File: config.mk
export PLATFORM = sky130hd
export DESIGN_NAME = sbcp_port
export DESIGN_NICKNAME = d
export VERILOG_FILES = /design/src/pkg/sbcp_pkg.sv /design/src/logic/sbcp_fifo.sv /design/src/logic/sbcp_port.sv
export SDC_FILE = /design/constraint.sdc
export NUM_CORES = 1
export LEC_CHECK = 0
export BUFFER_PORTS_ARGS = -buffer_cell sky130_fd_sc_hd__buf_4
export CORE_MARGIN = 2
export CORE_UTILIZATION = 51
export CTS_BUF_LIST = sky130_fd_sc_hd__clkbuf_16
export CTS_CLUSTER_DIAMETER = 150
export DETAILED_ROUTE_END_ITERATION = 8
export PLACE_DENSITY_LB_ADDON = 0.3
export SLEW_MARGIN = 20
export SYNTH_ARGS = -nofsm -noshare
export SYNTH_HDL_FRONTEND = slang
export SYNTH_SLANG_ARGS = --single-unit
File: constraint.sdc
create_clock -name clk -period 3.55 [get_ports clk]
set_input_delay 0 -clock clk [delete_from_list [all_inputs] [get_ports clk]]
set_output_delay 0 -clock clk [all_outputs]
set_load 0.01 [all_outputs]
File: src/pkg/sbcp_pkg.sv
/*
  Shared constants for the serial register port: frame layout, register
  map, reset values, mode codes and frame phases.
  Assumes nothing beyond a SystemVerilog compiler.
*/
package sbcp_pkg;

  localparam int CLK_PERIOD_NS = 4;
  localparam int NREG = 19;
  localparam int IDX_W = 5;
  localparam int FIFO_DEPTH = 8;
  localparam int FIFO_WIDTH = IDX_W + 4;

  // frame field positions
  localparam int ADDR_MSB = 15;
  localparam int ADDR_LSB = 10;
  localparam int RW_MSB = 9;
  localparam int RW_LSB = 8;
  localparam int PAR_MSB = 7;
  localparam int PAR_LSB = 4;
  localparam int DATA_MSB = 3;
  localparam int DATA_LSB = 0;

  localparam logic [4:0] HDR_LEN = 5'h08;
  localparam logic [4:0] FRAME_LEN = 5'h10;
  localparam logic [4:0] OVERRUN_LEN = 5'h11;

  localparam logic [1:0] RW_WRITE = 2'h3;
  localparam logic [1:0] RW_READ = 2'h0;

  localparam logic [2:0] MODE_NREQ = 3'h0;
  localparam logic [2:0] MODE_NORMAL = 3'h1;
  localparam logic [2:0] MODE_STBY = 3'h2;
  localparam logic [2:0] MODE_SLEEP = 3'h4;
  localparam logic [2:0] MODE_EMERG = 3'h7;

  // index 0 mode_control, 1 mode_control_confirm, 2 switched_supply_control,
  // 3 cyclic_timing_control, 4 watchdog_control, 5 ground_shift_level,
  // 6 wake_input_control, 7 wake_input_status, 8 wake_input_live_level,
  // 9 overtemp_status, 10 bus_high_line_error_status,
  // 11 bus_low_line_error_status, 12 reset_cause, 13 supply_status,
  // 14 irq_mask_a, 15 irq_mask_b, 16 irq_source_a, 17 irq_source_b,
  // 18 transceiver_control
  localparam logic [5:0] REG_ADDR [NREG] = '{
    6'h00, 6'h03, 6'h05, 6'h06, 6'h09, 6'h0a, 6'h0c, 6'h0f, 6'h11, 6'h12,
    6'h14, 6'h17, 6'h18, 6'h1b, 6'h1d, 6'h1e, 6'h21, 6'h22, 6'h24};
  localparam logic [NREG-1:0] REG_WRITABLE = 19'h4c07f;
  localparam logic [3:0] REG_RESET [NREG] = '{
    4'h0, 4'h0, 4'h8, 4'h0, 4'h0, 4'h0, 4'h0, 4'h0, 4'h0, 4'h0,
    4'h0, 4'h0, 4'h0, 4'h0, 4'h0, 4'h0, 4'h0, 4'h0, 4'h0};
  localparam logic [IDX_W-1:0] IDX_MODE_CONTROL = 5'h00;

  typedef enum logic [1:0] {
    PH_IDLE,
    PH_HEADER,
    PH_PAYLOAD,
    PH_OVERRUN
  } sbcp_phase_e;

endpackage

File: src/logic/sbcp_fifo.sv
/*
  Synchronous FIFO with valid/ready on both sides, width and depth set by
  parameters. Assumes one clock and an already synchronised reset.
*/
`timescale 1ns/1ps
module sbcp_fifo #(
  parameter int WIDTH = 9,
  parameter int DEPTH = 8
) (
  input wire logic clk, // clock
  input wire logic rst_n, // synchronised reset, active low
  input wire logic in_valid, // write request
  output logic in_ready, // space available
  input wire logic [WIDTH-1:0] in_data, // word to store
  output logic out_valid, // word available
  input wire logic out_ready, // consumer takes word
  output logic [WIDTH-1:0] out_data // oldest word
);
  localparam int AW = (DEPTH > 1) ? $clog2(DEPTH) : 1;

  logic [WIDTH-1:0] mem_q [DEPTH];
  logic [AW-1:0] wr_ptr_q;
  logic [AW-1:0] rd_ptr_q;
  logic [AW:0] count_q;
  logic push;
  logic pop;

  assign in_ready = (count_q != (AW+1)'(DEPTH));
  assign out_valid = (count_q != '0);
  assign push = in_valid && in_ready;
  assign pop = out_valid && out_ready;
  assign out_data = mem_q[rd_ptr_q];

  always_ff @(posedge clk) begin
    if (push) begin
      mem_q[wr_ptr_q] <= in_data;
    end
  end

  always_ff @(posedge clk or negedge rst_n) begin
    if (!rst_n) begin
      wr_ptr_q <= '0;
      rd_ptr_q <= '0;
      count_q <= '0;
    end else begin
      if (push) begin
        wr_ptr_q <= (wr_ptr_q == AW'(DEPTH - 1)) ? '0 : wr_ptr_q + 1'b1;
      end
      if (pop) begin
        rd_ptr_q <= (rd_ptr_q == AW'(DEPTH - 1)) ? '0 : rd_ptr_q + 1'b1;
      end
      count_q <= count_q + (AW+1)'(push) - (AW+1)'(pop);
    end
  end

endmodule

File: src/logic/sbcp_port.sv
/*
  Serial slave register port of the system base device: pin sampling,
  16-bit frame shift, readback, frame check, write commit through a FIFO
  into the control register file.
  Assumes the pins arrive asynchronously to clk and that mode_state and
  status_regs come from logic on clk.
*/
// Summary of operation
// RULE_01: transfers accepted only while select is low
// RULE_02: data-out driven only while selected
// RULE_03: commit write on select release if valid
// RULE_04: host keeps clock low at select edges
// RULE_05: host should idle clock low when deselected
// RULE_06: deselected clock and data changes ignored
// RULE_07: sample data-in on serial clock fall
// RULE_08: update data-out on serial clock rise
// RULE_09: frame is exactly sixteen bits
// RULE_10: most significant bit first both ways
// RULE_11: bits 15-10 address, 9-8 flags
// RULE_12: bits 7-4 check, 3-0 payload
// RULE_13: port active only in powered modes
// RULE_14: sleep mode: select activity requests wake-up
// RULE_15: return addressed register within same frame
// RULE_16: nineteen fixed addresses, others invalid
// RULE_17: check bits computed from payload nibble
// RULE_18: write flags both one, read both zero
// RULE_19: read returns old header, then new data
// RULE_20: bad address or check: discard, flag, interrupt
// RULE_21: short frame commits nothing
`timescale 1ns/1ps
module sbcp_port
  import sbcp_pkg::*;
#(
  parameter int DEPTH = FIFO_DEPTH
) (
  input wire logic clk, // 250 MHz system clock
  input wire logic rst_n, // asynchronous reset, active low
  input wire logic cs_n, // chip select pin, active low
  input wire logic sclk, // serial clock pin
  input wire logic mosi, // serial data in pin
  output logic miso, // serial data out
  output logic miso_oe, // data out driver enable
  input wire logic [2:0] mode_state, // current device mode
  input wire logic [NREG-1:0][3:0] status_regs, // live status nibbles
  input wire logic cfg_ready, // register file may take a write
  input wire logic err_clr, // clears spi_err
  output logic [NREG-1:0][3:0] ctrl_regs, // control register contents
  output logic spi_err, // sticky frame error flag
  output logic err_irq, // one-cycle error interrupt
  output logic wake_req // one-cycle wake-up request
);

  ////////////////////////////////////////////////////////////////////////
  // helpers

  function automatic logic [3:0] check_bits(input logic [3:0] d);
    check_bits = {d[3] ^ d[0], d[3] ^ d[2], d[2] ^ d[1], d[1] ^ d[0]}; // RULE_17
  endfunction

  // returns {valid, index}
  function automatic logic [IDX_W:0] decode_addr(input logic [5:0] a);
    decode_addr = '0;
    for (int i = 0; i < NREG; i++) begin
      if (REG_ADDR[i] == a) begin
        decode_addr = {1'b1, IDX_W'(i)}; // RULE_16
      end
    end
  endfunction

  ////////////////////////////////////////////////////////////////////////
  // reset release and pin synchronisers

  logic rst_meta_q, rst_sync_q, rsn;

  always_ff @(posedge clk or negedge rst_n) begin
    if (!rst_n) begin
      rst_meta_q <= 1'b0;
      rst_sync_q <= 1'b0;
    end else begin
      rst_meta_q <= 1'b1;
      rst_sync_q <= rst_meta_q;
    end
  end
  assign rsn = rst_sync_q;

  logic cs_meta_q, cs_s_q, cs_d_q;
  logic sclk_meta_q, sclk_s_q, sclk_d_q;
  logic mosi_meta_q, mosi_s_q;

  always_ff @(posedge clk or negedge rsn) begin
    if (!rsn) begin
      cs_meta_q <= 1'b1;
      cs_s_q <= 1'b1;
      cs_d_q <= 1'b1;
      sclk_meta_q <= 1'b0;
      sclk_s_q <= 1'b0;
      sclk_d_q <= 1'b0;
      mosi_meta_q <= 1'b0;
      mosi_s_q <= 1'b0;
    end else begin
      cs_meta_q <= cs_n;
      cs_s_q <= cs_meta_q;
      cs_d_q <= cs_s_q;
      sclk_meta_q <= sclk;
      sclk_s_q <= sclk_meta_q;
      sclk_d_q <= sclk_s_q;
      mosi_meta_q <= mosi;
      mosi_s_q <= mosi_meta_q;
    end
  end

  ////////////////////////////////////////////////////////////////////////
  // frame control

  logic mode_ok, frame_open_q, sel, end_ev;
  logic sck_fall, sck_rise, cs_fall, cs_rise;

  assign mode_ok = (mode_state == MODE_NREQ) || (mode_state == MODE_NORMAL) ||
                   (mode_state == MODE_STBY); // RULE_13
  assign sck_fall = sclk_d_q && !sclk_s_q;
  assign sck_rise = !sclk_d_q && sclk_s_q;
  assign cs_fall = cs_d_q && !cs_s_q;
  assign cs_rise = !cs_d_q && cs_s_q;
  // edges near select transitions are not filtered; host keeps clock low there
  assign sel = frame_open_q && !cs_s_q && mode_ok; // RULE_01 RULE_06 RULE_04 RULE_05
  assign end_ev = frame_open_q && cs_rise && mode_ok;

  // leaving the powered modes mid-frame abandons the frame
  always_ff @(posedge clk or negedge rsn) begin
    if (!rsn) begin
      frame_open_q <= 1'b0;
    end else if (!mode_ok || cs_rise) begin
      frame_open_q <= 1'b0;
    end else if (cs_fall) begin
      frame_open_q <= 1'b1;
    end
  end

  sbcp_phase_e phase_q;
  logic [4:0] cnt_q;
  logic [15:0] rx_q, tx_q, last_frame_q;
  logic miso_q, oe_q;
  logic [7:0] hdr;
  logic [IDX_W:0] hdr_dec, f_dec;
  logic [3:0] hdr_rdata;

  // header as it stands after the eighth falling edge
  assign hdr = {rx_q[6:0], mosi_s_q};
  assign hdr_dec = decode_addr(hdr[7:2]);
  assign hdr_rdata = (hdr_dec[IDX_W-1:0] == IDX_MODE_CONTROL) ? {1'b0, mode_state} :
                     REG_WRITABLE[hdr_dec[IDX_W-1:0]] ? ctrl_regs[hdr_dec[IDX_W-1:0]] :
                     status_regs[hdr_dec[IDX_W-1:0]];

  always_ff @(posedge clk or negedge rsn) begin
    if (!rsn) begin
      cnt_q <= '0;
      phase_q <= PH_IDLE;
    end else if (cs_fall && mode_ok) begin
      cnt_q <= '0;
      phase_q <= PH_HEADER;
    end else if (sel && sck_fall && cnt_q != OVERRUN_LEN) begin
      cnt_q <= cnt_q + 5'h01; // RULE_09
      case (phase_q)
        PH_HEADER: begin
          if (cnt_q + 5'h01 == HDR_LEN) begin
            phase_q <= PH_PAYLOAD;
          end
        end
        PH_PAYLOAD: begin
          if (cnt_q + 5'h01 == OVERRUN_LEN) begin
            phase_q <= PH_OVERRUN;
          end
        end
        default: phase_q <= phase_q;
      endcase
    end else if (end_ev || !mode_ok) begin
      phase_q <= PH_IDLE;
    end
  end

  always_ff @(posedge clk or negedge rsn) begin
    if (!rsn) begin
      rx_q <= '0;
    end else if (sel && sck_fall) begin
      rx_q <= {rx_q[14:0], mosi_s_q}; // RULE_07 RULE_10
    end
  end

  // first byte out is the previous header; the addressed register follows
  always_ff @(posedge clk or negedge rsn) begin
    if (!rsn) begin
      tx_q <= '0;
    end else if (cs_fall && mode_ok) begin
      tx_q <= last_frame_q; // RULE_19
    end else if (sel && sck_fall && phase_q == PH_HEADER && cnt_q + 5'h01 == HDR_LEN &&
                 hdr_dec[IDX_W]) begin
      tx_q[15:8] <= {check_bits(hdr_rdata), hdr_rdata}; // RULE_15 RULE_19 RULE_17
    end else if (sel && sck_rise) begin
      tx_q <= {tx_q[14:0], 1'b0}; // RULE_10
    end
  end

  always_ff @(posedge clk or negedge rsn) begin
    if (!rsn) begin
      miso_q <= 1'b0;
    end else if (sel && sck_rise) begin
      miso_q <= tx_q[15]; // RULE_08
    end
  end

  always_ff @(posedge clk or negedge rsn) begin
    if (!rsn) begin
      oe_q <= 1'b0;
    end else begin
      oe_q <= !cs_s_q && mode_ok; // RULE_02 RULE_13
    end
  end

  assign miso = miso_q;
  assign miso_oe = oe_q;

  ////////////////////////////////////////////////////////////////////////
  // frame check at select release

  logic [5:0] f_addr;
  logic [1:0] f_rw;
  logic [3:0] f_par, f_data;
  logic full_frame, frame_good, want_write, push;
  logic fifo_in_ready, fifo_out_valid, drain;
  logic [FIFO_WIDTH-1:0] fifo_out_data;

  assign f_addr = rx_q[ADDR_MSB:ADDR_LSB]; // RULE_11
  assign f_rw = rx_q[RW_MSB:RW_LSB]; // RULE_11
  assign f_par = rx_q[PAR_MSB:PAR_LSB]; // RULE_12
  assign f_data = rx_q[DATA_MSB:DATA_LSB]; // RULE_12
  assign f_dec = decode_addr(f_addr);
  assign full_frame = (cnt_q == FRAME_LEN); // RULE_21
  assign frame_good = f_dec[IDX_W] && (f_par == check_bits(f_data)); // RULE_20 RULE_17
  // mixed flags neither write nor flag an error; read-only targets ignore writes
  assign want_write = end_ev && full_frame && frame_good && (f_rw == RW_WRITE) &&
                      REG_WRITABLE[f_dec[IDX_W-1:0]]; // RULE_03 RULE_18
  // a full queue refuses the write; the drop is reported as an error
  assign push = want_write && fifo_in_ready;

  always_ff @(posedge clk or negedge rsn) begin
    if (!rsn) begin
      last_frame_q <= '0;
    end else if (end_ev && full_frame) begin
      last_frame_q <= rx_q;
    end
  end

  sbcp_fifo #(
    .WIDTH(FIFO_WIDTH),
    .DEPTH(DEPTH)
  ) u_fifo (
    .clk(clk),
    .rst_n(rsn),
    .in_valid(want_write),
    .in_ready(fifo_in_ready),
    .in_data({f_dec[IDX_W-1:0], f_data}),
    .out_valid(fifo_out_valid),
    .out_ready(cfg_ready),
    .out_data(fifo_out_data)
  );

  assign drain = fifo_out_valid && cfg_ready;

  ////////////////////////////////////////////////////////////////////////
  // control register file

  logic [NREG-1:0][3:0] regs_q;

  for (genvar g = 0; g < NREG; g++) begin : g_reg
    if (REG_WRITABLE[g]) begin : g_rw
      always_ff @(posedge clk or negedge rsn) begin
        if (!rsn) begin
          regs_q[g] <= REG_RESET[g];
        end else if (drain && fifo_out_data[FIFO_WIDTH-1:4] == IDX_W'(g)) begin
          regs_q[g] <= fifo_out_data[3:0]; // RULE_03
        end
      end
    end else begin : g_ro
      assign regs_q[g] = 4'h0;
    end
  end

  assign ctrl_regs = regs_q;

  ////////////////////////////////////////////////////////////////////////
  // error flag, interrupt, wake-up

  logic err_q, irq_q, wake_q, bad_ev;

  assign bad_ev = (end_ev && full_frame && !frame_good) || (want_write && !fifo_in_ready);

  always_ff @(posedge clk or negedge rsn) begin
    if (!rsn) begin
      err_q <= 1'b0;
    end else if (bad_ev) begin
      err_q <= 1'b1; // RULE_20
    end else if (err_clr) begin
      err_q <= 1'b0;
    end
  end

  always_ff @(posedge clk or negedge rsn) begin
    if (!rsn) begin
      irq_q <= 1'b0;
    end else begin
      irq_q <= bad_ev; // RULE_20
    end
  end

  always_ff @(posedge clk or negedge rsn) begin
    if (!rsn) begin
      wake_q <= 1'b0;
    end else begin
      wake_q <= (mode_state == MODE_SLEEP) && cs_fall; // RULE_14
    end
  end

  assign spi_err = err_q;
  assign err_irq = irq_q;
  assign wake_req = wake_q;
endmodule

Word-level counts from Yosys, hierarchy flattened
Memories as Yosys holds them, arrays and structs flattened.
Index checks and enable logic that the tools add are counted.
{ "classes": {"addsub": 5, "n_mul": 0, "div_mod_pow": 0, "order_cmp": 2, "eq_ne": 63, "shifts": 0, "muxes": 66, "n_bitwise": 8, "reduce_logical": 62} }
{ "ops": {"columns": ["operator", "n"], "rows": [
  ["6-bit 2-to-1 mux", 38],
  ["5-bit by 6-bit equality test with 1-bit output (first input constant)", 16],
  ["4-bit by 6-bit equality test with 1-bit output (first input constant)", 8],
  ["4-bit binary-select mux with 5-bit select", 2],
  ["6-bit equality test (first input constant)", 6],
  ["1-bit logical AND", 36],
  ["16-bit 2-to-1 mux", 2],
  ["3-bit by 6-bit equality test with 1-bit output (first input constant)", 4],
  ["4-bit 2-to-1 mux", 4],
  ["8-bit 2-to-1 mux", 2],
  ["5-bit by 3-bit equality test with 1-bit output (second input constant)", 3],
  ["5-bit by 4-bit equality test with 1-bit output (second input constant)", 3],
  ["5-bit equality test (second input constant)", 3],
  ["2-bit by 6-bit equality test with 1-bit output (first input constant)", 2],
  ["6-bit zero test", 2],
  ["5-bit by 6-bit < comparator with 1-bit output (second input constant)", 2],
  ["5-bit by 2-bit equality test with 1-bit output (second input constant)", 2],
  ["5-bit zero test", 2],
  ["2-bit 2-to-1 mux", 5],
  ["5-bit 2-to-1 mux", 2],
  ["3-bit equality test (second input constant)", 3],
  ["1-bit 2-to-1 mux", 8],
  ["4-bit inequality test (second input constant)", 2],
  ["2-bit nonzero test", 4],
  ["24 further kinds", 45]
]} }
{ "totals": {"ff_bits": 121, "latchBits": 0, "mem_bits_rw": 72, "rom_bits": 64, "out_inout_bits": 81, "word_cells": 244, "n_memories": 3} }
{ "mem_list": {"columns": ["name", "words", "width", "rd", "rd_clocked_by_memory_dff", "write_ports", "line", "rtl"], "rows": [
  ["u_fifo.mem_q", 8, 9, 1, 0, 1, "sbcp_fifo.sv:21", "logic [WIDTH-1:0] mem_q [DEPTH];"],
  ["(no name shown)", 32, 1, 1, 0, 0, "sbcp_port.sv:241", "REG_WRITABLE[f_dec[IDX_W-1:0]];"],
  ["(no name shown)", 32, 1, 1, 0, 0, "sbcp_port.sv:151", "REG_WRITABLE[hdr_dec[IDX_W-1:0]] ? ctrl_regs[hdr_dec[IDX_W-1:0]] :"]
]} }

Depth between registers and ports, before layout
{ "logic_depth": {"word_depth": 27, "mapped_depth": 15} }

Modules after synthesis
A second synthesis with hierarchy kept.
{ "hier_totals": {"hier_cells": 823, "area_unflattened_um2": 10128.5} }
{ "modules_own_cells": {"columns": ["module", "instances", "cells_each", "area_per_inst_um2", "seq_area_each_um2"], "rows": [
  ["sbcp_port", 1, 663, 6744.0, 2782.7],
  ["sbcp_fifo", 1, 160, 3384.5, 2412.3]
]} }

Least setup slack after synthesis
OpenSTA, ideal clock, no wires.
{ "synth_timing": {"path_type": "reg-to-reg", "from": "register rx_q[3]", "to": "memory u_fifo.mem_q[2][0], enable pin", "setup_time_ns": 0.389, "arrival_ns": 3.038, "path_slack_ns": 0.123, "path_stages_with_launch": 10, "n_path_buf": 2, "synth_period_minus_slack_ns": 3.427, "path_cell_list": "dfrtp_1 buf_4 buf_2 xor2_1 a211oi_1 a31oi_1 nor4b_1 nand3_1 or2_2 nor3b_1"} }
{ "synth_between": {"elab_chain_cells": 9, "elab_cells_between_ends": 10} }
{ "synth_lines": {"columns": ["element", "line", "rtl"], "rows": [
  ["start: declaration", "sbcp_port.sv:141", "logic [15:0] rx_q, tx_q, last_frame_q;"],
  ["start signal: assignment", "sbcp_port.sv:185", "rx_q <= {rx_q[14:0], mosi_s_q};"],
  ["1-bit XOR", "sbcp_port.sv:57", "check_bits = {d[3] ^ d[0], d[3] ^ d[2], d[2] ^ d[1], d[1] ^ d[0]};"],
  ["4-bit equality test *", "sbcp_port.sv:238", "assign frame_good = f_dec[IDX_W] && (f_par == check_bits(f_data));"],
  ["1-bit logical AND *", "sbcp_port.sv:238", null],
  ["1-bit logical AND * (3 in series)", "sbcp_port.sv:240", "assign want_write = end_ev && full_frame && frame_good && (f_rw == RW_WRITE) &&"],
  ["1-bit logical AND *", "sbcp_fifo.sv:30", "assign push = in_valid && in_ready;"],
  ["1-bit 2-to-1 mux *", "sbcp_fifo.sv:35", "if (push) begin"],
  ["1-bit 2-to-1 mux (implied by the code) *", "sbcp_fifo.sv:36", "mem_q[wr_ptr_q] <= in_data;"],
  ["end: declaration", "sbcp_fifo.sv:21", null]
]} }
Mark *: on every way between the ends. The rest lies on a longest branch, timed or not.

Final worst setup path
{ "layout_timing": {"from": "register rx_q[2]", "to": "register tx_q[9]"} }
{ "layout_between": {"elab_chain_cells": 25, "elab_cells_between_ends": 51} }
{ "layout_lines": {"columns": ["element", "line", "rtl"], "rows": [
  ["2-bit by 6-bit equality test with 1-bit output", "sbcp_port.sv:64", "if (REG_ADDR[i] == a) begin"],
  ["6-bit 2-to-1 mux (17 in series)", "sbcp_port.sv:64", null],
  ["6-bit 2-to-1 mux *", "sbcp_port.sv:64", null],
  ["memory read 32 x 1 bit, or another cell as far along", null, null],
  ["1-bit 2-to-1 mux (implied by the code), or another cell as far along", "sbcp_port.sv:151", null],
  ["4-bit 2-to-1 mux", "sbcp_port.sv:151", null],
  ["4-bit 2-to-1 mux", "sbcp_port.sv:150", "assign hdr_rdata = (hdr_dec[IDX_W-1:0] == IDX_MODE_CONTROL) ? {1'b0, mode_state} :"],
  ["8-bit 2-to-1 mux", "sbcp_port.sv:195", "end else if (sel && sck_fall && phase_q == PH_HEADER && cnt_q + 5'h01 == HDR_LEN &&"],
  ["16-bit 2-to-1 mux", "sbcp_port.sv:193", "end else if (cs_fall && mode_ok) begin"],
  ["end signal: assignment", "sbcp_port.sv:194", "tx_q <= last_frame_q;"],
  ["end signal: assignment", "sbcp_port.sv:197", "tx_q[15:8] <= {check_bits(hdr_rdata), hdr_rdata};"],
  ["end signal: assignment", "sbcp_port.sv:199", "tx_q <= {tx_q[14:0], 1'b0};"],
  ["end: declaration", "sbcp_port.sv:141", null]
]} }
Mark *: on every way between the ends. The rest lies on a longest branch, timed or not. The select of a mux whose other input is x is not followed.
A chain may end at the register's enable or synchronous reset.

==> impl_metrics.toml <==
[timing]
slew_headroom = 0.443
final_max_slew_viol_count = 0
period_minus_slack_ps = 3230
fin_tns_setup_ps = 0
finClkSkew_ps = 18.0
finalHoldViolCount = 0
finalSetupViolations = 0
max_freq_mhz = 310
tightest_slew_ps = 835
fin_crit_sh = 0.909
rsz0062_at_grt = "false"

[floorplan]
start_util = 0.516
die_area_sq_mm = 0.0207
ios = 167
core_area_sq_mm = 0.0193
die_x_um = 144
num_rows = 51
dieHeight_um = 144

[critical_path]
worstPathArrival_ps = 3520
worstPathRequired_ps = 3840
cp-start-kind = "flip-flop"
critPathCaptureType = "flip-flop"
r2r_cells = 11
worstSetupPathType = "reg -> reg"
crit_fanout = 13

[place]
gp_congestion = 0.862
io_buffers = 130
place_area_sq_mm = 0.0113
hpwl_mm = 17.1

[cts]
postCtsSetupRepairBufs = 0
clock_sinks = 193
insertion_delay_ps = 440
cts_max_path_buffers = 2
cts_tree = "built"
numCtsBuffers = 17
clkSlewWorstSetupHoldPaths_ps = 70
ctsHtreeMaxLevel = 4
cts-root-buf = "clkbuf_16"

[synth]
synth_edf_count = 72
synth_warnings = 0
syn_inst = 849
avgSynthCellArea_sq_um = 11.8
synth_top_area_share = 0.293
synth_area_sq_mm = 0.00998
async_flop_share = 0.627
yosysTopAreaCell = "dfrtp_1"
synth-main-ff-cell = "dfrtp_1"
synth_cell_type_count = 72
synth_area_leaders = "dfrtp_1, edfxtp_1, mux2_2"
ys_seq_area_frac = 0.520
synth-seq-cells = 193

[drt]
first_pass_iters = 5
drcViolationCount = 0
via_per_inst = 5.60
routed_wl_mm = 24.0
initialDrtViolationCount = 558
detail-route-antenna-nets = 0
routedWlPerCell_um = 18.8
vias = 7146

[power_and_ir_drop]
finalPower_mw = 6.33
ir_drop_mv = 0.370
pwr_density_cell_mw_per_mm2 = 531
leakage_nw = 5.16

[layout]
n_fill_cell = 1525
drive_above_1_share = 0.306
antenna-diode-count = 0
nets = 1103
design_area_sq_mm = 0.0119
ff_latch_area_sq_mm = 0.00520
syn_to_final_growth_pct = 19.4
multi_input_area_sq_mm = 0.00437

[global_routing]
grt_first_pass_wirelength_mm = 36.5
antenna_found_initial = 0
grt_max_degree = 64
grt_usage = 0.234
grt_pass1_vias = 6719
grt_overflow_total = 0

[min_path]
holdPathStages = 3
hold_path.class = "in -> reg"

[run_status]
outcome = "complete, no violations"

[run]
cap_violations = 0
## metal layers
metal  GRT usage  wire (um)  up-vias
li1            -          -     3319
met1       0.309      10100     3479
met2       0.388      11600      314
met3      0.0417       1680       34
met4      0.0867        664        0
met5           0          0        -
## report_power, final
part | switching [mW] | total [mW] | internal (mW)
Sequential | 0.229 | 2.73 | 2.50
Clock | 0.888 | 1.85 | 0.966
Combinational | 0.924 | 1.75 | 0.823
Total | 2.04 | 6.33 | 4.29
## cell type report
type	count	area share
Clock buffer	18	0.0378
Clock inverter	14	0.0105
Inverter	20	0.00630
Multi-Input combinational cell	591	0.366
Sequential cell	193	0.436
Tap cell	265	0.0278
Timing Repair Buffer	175	0.115
## state kept, by name (all words and copies together), names as in the netlist, 2 cells and up
register,cells
tx_q,16
ctrl_regs,40
phase_q,2
cnt_q,5
u_fifo.wr_ptr_q,3
rx_q,16
u_fifo.mem_q,72
u_fifo.count_q,4
u_fifo.rd_ptr_q,3
last_frame_q,16
## synthesized netlist by cell type, types with 4 or more instances
cell type and n:
a21oi_1 19, a32oi_1 7, nor3_1 8, o22ai_1 10, nand2_1 110, nand2b_1 5
mux4_2 18, nor4_1 7, edfxtp_1 72, o21ai_0 24, a22o_1 4, buf_6 4
xor2_1 14, inv_1 20, dfstp_2 4, buf_2 10, dfrtp_1 117, ha_1 18
nand3_1 18, a2111oi_0 5, clkbuf_1 21, buf_1 6, mux2i_1 40, nor2b_1 6
and2_1 8, xnor2_1 17, a31oi_1 16, nand4_1 6, nor2_1 47, o211ai_1 5
mux2_2 75, buf_4 39, nor3b_1 8
## path summary, 6_finish.rpt
check                                     end  slack [ps]           from
worst max-delay path                  tx_q[9]         320        rx_q[2]
worst min-delay path             frame_open_q          40  mode_state[0]
worst max register to register        tx_q[9]         320        rx_q[2]
worst min register to register       mosi_s_q         350    mosi_meta_q
max in group asynchronous       ctrl_regs[11]        2280            rsn
min in group asynchronous            sclk_s_q         430            rsn
## through the flow
step	worst slack (ps)	cells	utilization	hold slack, ps
6_report	324	1276	0.617	38.6
3_5_place_dp	255	1235	0.582	-216
2_1_floorplan	123	884	-	-296
5_1_grt	65.5	1276	0.617	61.0
3_3_place_gp	315	1235	0.582	-217
4_1_cts	253	1276	0.617	22.6
## repair_timing
action	4_1_cts	5_1_grt
hold buffers	9	0
hold endpoints to repair	9	0
resized for setup	0	2
setup endpoints to repair	0	3
## cells by family after synthesis
logic type | count (synthesis) | synth area share
AND/OR/NAND/NOR | 239 | 0.111
flip-flops | 193 | 0.520
multiplexers | 133 | 0.165
AO/OA/AOI/OAI | 130 | 0.0920
buffers and inverters | 100 | 0.0565
XOR/XNOR | 32 | 0.0288
adder cells (fa/ha/maj) | 20 | 0.0256
other | 2 | 0.000752
## critical path, cell delays in order, from the launching register on
cell	delay (ps)
dfrtp_2	490
inv_1	120
ha_1	240
nor2_1	310
mux2i_1	150
nand2_1	390
nand2_1	200
a2111oi_1	570
nor4_1	150
o21ai_2	230
mux2_2	180
a21oi_1	50
## cells in the final DEF (no fill, tap or decap), drive strengths merged, types with 10 or more instances in the layout
cell type	instances
a21oi	20
mux2	75
mux2i	40
buf	166
nand3	18
xor2	15
a31oi	16
xnor2	17
ha	18
o21ai	29
conb	37
clkbuf	18
nand2	110
edfxtp	72
mux4	18
dfrtp	117
o22ai	10
inv	29
nor2	48
Note: power is estimated with default switching activity, not from simulation.
